<file path="src/hw/ore_pkg.sv">
// shared types and constants for the OR / return / rotate execution slice
// assumes one core clock; decode supplies one operation code per instruction
package ore_pkg;

    localparam int unsigned DATA_W = 8;
    localparam int unsigned PC_W   = 13;

    // reset values
    localparam logic [DATA_W-1:0] ACC_RST  = 8'h00;
    localparam logic              ZERO_RST = 1'b0;
    localparam logic              GIE_RST  = 1'b0;
    localparam logic [PC_W-1:0]   PC_RST   = 13'h0000;
    localparam logic [DATA_W-1:0] BYTE_NIL = 8'h00;

    // cycles an instruction that loads the program counter occupies
    localparam int unsigned PC_LOAD_CYCLES = 2;

    typedef enum logic [2:0] {
        OP_OTHER,
        OP_OR_MEM,
        OP_OR_IMM,
        OP_UNION_ACCUM_INTO_MEM,
        OP_SUBROUTINE_RETURN,
        OP_SUBROUTINE_RETURN_LOAD_IMM,
        OP_INTERRUPT_RETURN,
        OP_ROTATE_LEFT_MEM
    } ore_op_e;

    typedef enum logic {
        ST_EXEC,
        ST_DUMMY
    } ore_state_e;

    function automatic logic [DATA_W-1:0] rotl8(input logic [DATA_W-1:0] v);
        rotl8 = {v[DATA_W-2:0], v[DATA_W-1]};
    endfunction : rotl8

    function automatic logic is_zero(input logic [DATA_W-1:0] v);
        is_zero = (v == BYTE_NIL);
    endfunction : is_zero

endpackage : ore_pkg

</file>
<file path="src/hw/ore_alu_if.sv">
// carrier between the execution control and its data path
// assumes both ends sit on the same core clock
interface ore_alu_if;
    ore_pkg::ore_op_e  op;
    logic [7:0]        acc;
    logic [7:0]        mem;
    logic [7:0]        imm;
    logic [7:0]        result;
    logic              zero;

    modport exec (output op, output acc, output mem, output imm,
                  input result, input zero);
    modport alu  (input op, input acc, input mem, input imm,
                  output result, output zero);
endinterface : ore_alu_if

</file>
<file path="src/hw/ore_alu.sv">
// combinational data path: OR, immediate pass and rotate-left
// assumes operands are stable for the whole cycle they are used
module ore_alu
(
    ore_alu_if.alu alu
);

    always_comb
    begin
        case (alu.op)
            ore_pkg::OP_OR_MEM,
            ore_pkg::OP_UNION_ACCUM_INTO_MEM:
            begin
                alu.result = alu.acc | alu.mem; // RULE1 RULE3
            end
            ore_pkg::OP_OR_IMM:
            begin
                alu.result = alu.acc | alu.imm; // RULE2
            end
            ore_pkg::OP_SUBROUTINE_RETURN_LOAD_IMM:
            begin
                alu.result = alu.imm;
            end
            ore_pkg::OP_ROTATE_LEFT_MEM:
            begin
                alu.result = ore_pkg::rotl8(alu.mem); // RULE8
            end
            default:
            begin
                alu.result = alu.acc;
            end
        endcase
        alu.zero = ore_pkg::is_zero(alu.result); // RULE10
    end

endmodule : ore_alu

</file>
<file path="src/hw/ore_exec.sv">
// execution control for OR, subroutine/interrupt return and rotate-left
// assumes decode holds op and operands in the cycle valid is high, memory read
// data for the addressed byte arrives in that same cycle, and the stack and
// interrupt controller sit outside on the same clock

// What this block does
// (RULE1) OR memory into accumulator, update zero
// (RULE2) OR immediate into accumulator, update zero
// (RULE3) OR into memory, accumulator kept, zero updated
// (RULE4) return pops stack into program counter
// (RULE5) return with immediate also loads immediate into accumulator
// (RULE6) interrupt return restores counter, sets enable
// (RULE7) pending interrupt is vectored before main resumes
// (RULE8) rotate memory byte left, bit seven wraps
// (RULE9) counter loads take two cycles, dummy inserted
// (RULE10) zero flag reflects OR result only
// (RULE11) each return discards its popped stack entry
module ore_exec
(
    // clock and reset
    input  wire logic                  clk_in,
    input  wire logic                  rst_in,
    // decoded instruction
    input  wire logic                  instr_valid_in,
    input  wire ore_pkg::ore_op_e      op_in,
    input  wire logic [7:0]            imm_in,
    // data memory
    input  wire logic [7:0]            mem_rdata_in,
    output logic                       mem_we_out,
    output logic [7:0]                 mem_wdata_out,
    // stack
    input  wire logic [12:0]           stack_top_in,
    output logic                       stack_pop_out,
    // program counter
    output logic                       pc_load_out,
    output logic [12:0]                pc_out,
    output logic                       busy_out,
    // interrupt controller
    input  wire logic                  irq_pending_in,
    input  wire logic                  gie_clear_in,
    output logic                       global_interrupt_enable_out,
    output logic                       irq_vector_out,
    // accumulator and status
    output logic [7:0]                 acc_out,
    output logic                       zero_out
);

    typedef struct packed {
        ore_pkg::ore_state_e state;
        logic [7:0]          acc;
        logic                zero;
        logic                gie;
        logic                mem_we;
        logic [7:0]          mem_wdata;
        logic                pc_load;
        logic [12:0]         pc;
        logic                stack_pop;
        logic                irq_vector;
        logic                busy;
    } ore_exec_s;

    ore_exec_s   s_q;
    ore_exec_s   s_d;
    logic        taken;
    ore_alu_if   alu_bus ();

    // an instruction presented during the dummy cycle is not taken
    assign taken = instr_valid_in && (s_q.state == ore_pkg::ST_EXEC);

    assign alu_bus.op  = op_in;
    assign alu_bus.acc = s_q.acc;
    assign alu_bus.mem = mem_rdata_in;
    assign alu_bus.imm = imm_in;

    ore_alu u_alu
    (
        .alu (alu_bus)
    );

    always_comb
    begin
        s_d            = s_q;
        s_d.mem_we     = 1'b0;
        s_d.pc_load    = 1'b0;
        s_d.stack_pop  = 1'b0;
        s_d.irq_vector = 1'b0;
        s_d.busy       = 1'b0;
        // controller clears on interrupt entry; an interrupt return in the same cycle wins
        if (gie_clear_in)
        begin
            s_d.gie = 1'b0;
        end
        case (s_q.state)
            ore_pkg::ST_EXEC:
            begin
                if (taken)
                begin
                    case (op_in)
                        ore_pkg::OP_OR_MEM,
                        ore_pkg::OP_OR_IMM:
                        begin
                            s_d.acc  = alu_bus.result; // RULE1 RULE2
                            s_d.zero = alu_bus.zero;   // RULE10
                        end
                        ore_pkg::OP_UNION_ACCUM_INTO_MEM:
                        begin
                            s_d.mem_we    = 1'b1;           // RULE3
                            s_d.mem_wdata = alu_bus.result;
                            s_d.zero      = alu_bus.zero;   // RULE10
                        end
                        ore_pkg::OP_ROTATE_LEFT_MEM:
                        begin
                            s_d.mem_we    = 1'b1;           // RULE8
                            s_d.mem_wdata = alu_bus.result;
                        end
                        ore_pkg::OP_SUBROUTINE_RETURN,
                        ore_pkg::OP_SUBROUTINE_RETURN_LOAD_IMM,
                        ore_pkg::OP_INTERRUPT_RETURN:
                        begin
                            s_d.pc_load   = 1'b1;           // RULE4
                            s_d.pc        = stack_top_in;
                            s_d.stack_pop = 1'b1;           // RULE11
                            s_d.busy      = 1'b1;           // RULE9
                            s_d.state     = ore_pkg::ST_DUMMY;
                            if (op_in == ore_pkg::OP_SUBROUTINE_RETURN_LOAD_IMM)
                            begin
                                s_d.acc = alu_bus.result;   // RULE5
                            end
                            if (op_in == ore_pkg::OP_INTERRUPT_RETURN)
                            begin
                                s_d.gie        = 1'b1;           // RULE6
                                s_d.irq_vector = irq_pending_in; // RULE7
                            end
                        end
                        default:
                        begin
                            s_d.state = ore_pkg::ST_EXEC;
                        end
                    endcase
                end
            end
            ore_pkg::ST_DUMMY:
            begin
                // the fetch of the new address fills this slot
                s_d.state = ore_pkg::ST_EXEC; // RULE9
            end
            default:
            begin
                s_d.state = ore_pkg::ST_EXEC;
            end
        endcase
    end

    always_ff @(posedge clk_in or posedge rst_in)
    begin
        if (rst_in)
        begin
            s_q.state      <= ore_pkg::ST_EXEC;
            s_q.acc        <= ore_pkg::ACC_RST;
            s_q.zero       <= ore_pkg::ZERO_RST;
            s_q.gie        <= ore_pkg::GIE_RST;
            s_q.mem_we     <= 1'b0;
            s_q.mem_wdata  <= ore_pkg::BYTE_NIL;
            s_q.pc_load    <= 1'b0;
            s_q.pc         <= ore_pkg::PC_RST;
            s_q.stack_pop  <= 1'b0;
            s_q.irq_vector <= 1'b0;
            s_q.busy       <= 1'b0;
        end
        else
        begin
            s_q <= s_d;
        end
    end

    assign acc_out                     = s_q.acc;
    assign zero_out                    = s_q.zero;
    assign global_interrupt_enable_out = s_q.gie;
    assign mem_we_out                  = s_q.mem_we;
    assign mem_wdata_out               = s_q.mem_wdata;
    assign pc_load_out                 = s_q.pc_load;
    assign pc_out                      = s_q.pc;
    assign stack_pop_out               = s_q.stack_pop;
    assign irq_vector_out              = s_q.irq_vector;
    assign busy_out                    = s_q.busy;
endmodule : ore_exec

</file>
<file path="config.mk">
export PLATFORM = sky130hd
export DESIGN_NAME = ore_exec
export DESIGN_NICKNAME = d
export VERILOG_FILES = /design/src/hw/ore_pkg.sv /design/src/hw/ore_alu_if.sv /design/src/hw/ore_alu.sv /design/src/hw/ore_exec.sv
export SDC_FILE = /design/constraint.sdc
export NUM_CORES = 1
export LEC_CHECK = 0
export ABC_AREA = 1
export BUFFER_PORTS_ARGS = -buffer_cell sky130_fd_sc_hd__buf_2
export CAP_MARGIN = 10
export CORE_AREA = 5 5 70 72
export DETAILED_ROUTE_END_ITERATION = 10
export DIE_AREA = 0 0 75 77
export PLACE_DENSITY = 0.81
export SLEW_MARGIN = 10
export SYNTH_ARGS = -nofsm -noshare
export SYNTH_HDL_FRONTEND = slang
export SYNTH_SLANG_ARGS = --single-unit
</file>
<file path="constraint.sdc">
create_clock -name clk_in -period 1.3 [get_ports clk_in]
set_input_delay 0.26 -clock clk_in [delete_from_list [all_inputs] [get_ports clk_in]]
set_output_delay 0.26 -clock clk_in [all_outputs]
set_load 0.03 [all_outputs]
</file>
==> results_dict.tcl <==
set metrics [dict create \
    design.portCount 73 \
    final_slew_viol_count 0 \
    post_synth_main_area_contributors "sky130_fd_sc_hd__dfrtp_1, sky130_fd_sc_hd__nand2_1, sky130_fd_sc_hd__mux2_2" \
    worst_setup_path_start_kind "flip-flop" \
    drt-total-wl_um 4870 \
    number_of_global_route_vias_before_repair 1713 \
    hp-class "in -> async" \
    track_usage 0.1739 \
    clock_path_buffers 2 \
    post_route_cells_drive_above_1_share 0.4682 \
    routed_via_density 4.883 \
    final_cells 351 \
    synth-seq-area-share 0.4896 \
    status "finished, violations left" \
    slew_headroom 0.7193 \
    cts_tree "done" \
    cell_variety_after_synth 25 \
    synth_fa_ha_area_frac 0 \
    insertion_delay_ns 0.29 \
    fp.dieW_um 75 \
    floorplan.die_area_um2 5775 \
    count_of_endpoints_failing_setup_in_the_final_report 19 \
    layout-area-overhead-vs-synth_pct 43.99 \
    grt_max_degree 35 \
    gpl.final_weighted_congestion 0.8039 \
    syn_area_um2 1738 \
    synthesis.area_per_instance_um2 8.604 \
    drt_drc_violations_left 0 \
    floorplan.die.height_um 77 \
    hold_ws_ns 0.04071 \
    core_area_um2 4234 \
    synth_xor_area_frac 0 \
    failed_checks "negative setup slack" \
    grt_pass1_wl_um 7679 \
    synth.area.mux_share 0.08423 \
    max_slew.worst_pin.slew_ns 0.4210 \
    setup.worst_path.end_class "flip-flop" \
    initial_core_util 0.4105 \
    unrepaired_setup_endpoints_after_global_routing "yes" \
    timing.reg2reg.setup_slack_ns -0.12 \
    final_nets 335 \
    cellLeakagePower_nw 1.363 \
    max-cap-violations 0 \
    dpl.cell_count 336 \
    final.setup_skew_ns 0.007385 \
    cts_made_buffers 5 \
    clk_transition_reported_paths_ns 0.08 \
    postLayoutSetupSlackWorst_ns -0.1214 \
    crit_fanout 14 \
    cts-htree-levels 2 \
    synth_compound_gate_area_share 0.08279 \
    achievable-frequency_ghz 0.7035 \
    synth_simple_gate_area_share 0.2577 \
    dominant_combinational_cell_family_by_area_after_synthesis "simple AND/OR/NAND/NOR gates" \
    detail_route.wl_per_cell_um 13.87 \
    irDropWorstVdd_uv 1014 \
    criticalPathCategory "reg -> reg" \
    io_buffers 72 \
    postRouteAntennaNets 0 \
    min_period_over_period 1.093 \
    cts-hold-fix-buffers 0 \
    synth.largest_area_cell "sky130_fd_sc_hd__dfrtp_1" \
    clock_tree.root_cell "sky130_fd_sc_hd__clkbuf_8" \
    dp.final_hpwl_um 3560 \
    synthesis.nets 239 \
    n_antenna_cell 0 \
    grt_overflow 0 \
    yosys_warnings 0 \
    via_count 1714 \
    core.rowCount 24 \
    synth_top_cell_area_share 0.4896 \
    power-per-cell-area_nw_per_um2 1413 \
    cp_data_required_time_ns 1.48 \
    synthesis.instances 202 \
    yosys_register_bits 34 \
    numClockSinks 34 \
    reg2reg_depth 5 \
    hold_viol_final 0 \
    number_of_antenna_violations_at_the_first_check_in_global_routing 0 \
    timing.critical_path.arrival_ns 1.60 \
    dr.pass1.iters 4 \
    drt-initial-drc-count 108 \
    period_minus_slack_ns 1.421 \
    dpl_worst_slack_ns -0.2110 \
]
[Yosys cell counts]
cell / instances
sky130_fd_sc_hd__dfrtp_1: 34
sky130_fd_sc_hd__nor3_2: 1
sky130_fd_sc_hd__nor3_4: 1
sky130_fd_sc_hd__a22oi_1: 1
sky130_fd_sc_hd__o22ai_1: 1
sky130_fd_sc_hd__nand2_1: 75
sky130_fd_sc_hd__mux2_2: 13
sky130_fd_sc_hd__inv_1: 18
sky130_fd_sc_hd__o21ai_0: 12
sky130_fd_sc_hd__a21oi_2: 1
sky130_fd_sc_hd__buf_6: 3
sky130_fd_sc_hd__nand4_1: 2
sky130_fd_sc_hd__buf_4: 3
sky130_fd_sc_hd__nor2_1: 6
sky130_fd_sc_hd__a21oi_1: 5
sky130_fd_sc_hd__buf_2: 1
sky130_fd_sc_hd__nor2_4: 1
sky130_fd_sc_hd__nand3_1: 11
sky130_fd_sc_hd__nor3b_1: 1
sky130_fd_sc_hd__inv_4: 2
sky130_fd_sc_hd__nand3_2: 2
sky130_fd_sc_hd__inv_2: 2
sky130_fd_sc_hd__o21ai_1: 4
sky130_fd_sc_hd__a21oi_4: 1
sky130_fd_sc_hd__nand2_4: 1
[metal layers]
layer | global-route usage | wire [µm] | vias up
li1 | - | - | 840
met1 | 0.2083 | 1924 | 784
met2 | 0.2770 | 2290 | 85
met3 | 0.07582 | 597 | 5
met4 | 0.05338 | 58 | 0
met5 | 0 | 0 | -
[path summary, 6_finish.rpt]
check / startpoint / end
worst max-delay path: busy_out$_DFF_PP0_ / pc_out[1]$_DFFE_PP0P_
worst min-delay path: rst_in / mem_we_out$_DFF_PP0_
worst max register to register: busy_out$_DFF_PP0_ / pc_out[1]$_DFFE_PP0P_
worst min register to register: mem_wdata_out[4]$_DFFE_PP0P_ / mem_wdata_out[4]$_DFFE_PP0P_
max in group asynchronous: rst_in / busy_out$_DFF_PP0_
min in group clk_in: gie_clear_in / global_interrupt_enable_out$_DFF_PP0_
[registers in the layout (all words and copies together) (netlist names)]
signal	cells
pc_out	13
acc_out	8
zero_out	1
global_interrupt_enable_out	1
busy_out	1
irq_vector_out	1
mem_wdata_out	8
mem_we_out	1
[layout by cell type, fill, tap and decap left out, types with 3 or more instances in the layout]
master / count
sky130_fd_sc_hd__inv_4: 3
sky130_fd_sc_hd__buf_4: 17
sky130_fd_sc_hd__mux2_4: 4
sky130_fd_sc_hd__o21ai_0: 7
sky130_fd_sc_hd__nor2_1: 4
sky130_fd_sc_hd__mux2_2: 9
sky130_fd_sc_hd__dfrtp_1: 33
sky130_fd_sc_hd__nand2_2: 3
sky130_fd_sc_hd__inv_1: 16
sky130_fd_sc_hd__o21ai_2: 3
sky130_fd_sc_hd__buf_6: 8
sky130_fd_sc_hd__nand3_1: 11
sky130_fd_sc_hd__clkbuf_8: 5
sky130_fd_sc_hd__a21oi_1: 5
sky130_fd_sc_hd__inv_2: 3
sky130_fd_sc_hd__buf_2: 68
sky130_fd_sc_hd__o21ai_1: 6
sky130_fd_sc_hd__nand2_1: 71
[critical path, stage by stage, from the launching register on]
cell	delay, ns
sky130_fd_sc_hd__dfrtp_2	0.43
sky130_fd_sc_hd__nor2_4	0.11
sky130_fd_sc_hd__inv_4	0.06
sky130_fd_sc_hd__nor3_4	0.19
sky130_fd_sc_hd__buf_12	0.17
sky130_fd_sc_hd__mux2_2	0.33
[cells by family (layout without fill, tap and decap cells)]
kind of cell,Yosys count,after routing
flops,34,34
compound gates,25,25
buf+inv,29,126
simple gates,101,101
mux,13,13
[stage by stage]
step | utilization | power [W] | TNS [ns] | instance area, µm²
6_report | 0.5910 | 0.003535 | -1.656 | 2502
2_1_floorplan | - | 0.002221 | -3.397 | 1742
3_3_place_gp | 0.5334 | 0.002637 | -2.043 | 2258
5_1_grt | 0.5910 | 0.003729 | -2.767 | 2502
4_1_cts | 0.5733 | 0.003499 | -1.564 | 2427
3_5_place_dp | 0.5334 | 0.002664 | -2.529 | 2258
[repair_timing]
item	CTS	global route
setup endpoints to repair	27	28
cloned	1	0
resized for setup	14	26
pin swaps	3	1
buffers inserted	6	1
[report_power, final]
group / switching (W) / leakage (nW) / internal (W)
sequential: 0.000111 / 0.414 / 0.00126
combinational: 0.000880 / 0.904 / 0.000485
clock: 0.000420 / 0.0452 / 0.000378
total: 0.00141 / 1.36 / 0.00212
[final cells by class]
| class | instances | area, µm² |
|---|---|---|
| Clock buffer | 6 | 72.57 |
| Clock inverter | 2 | 13.76 |
| Fill cell | 390 | 1732 |
| Inverter | 22 | 90.09 |
| Multi-Input combinational cell | 139 | 803.3 |
| Sequential cell | 34 | 852.1 |
| Tap cell | 52 | 65.06 |
| Timing Repair Buffer | 96 | 605.6 |
Power figures use the tool's default switching activity.
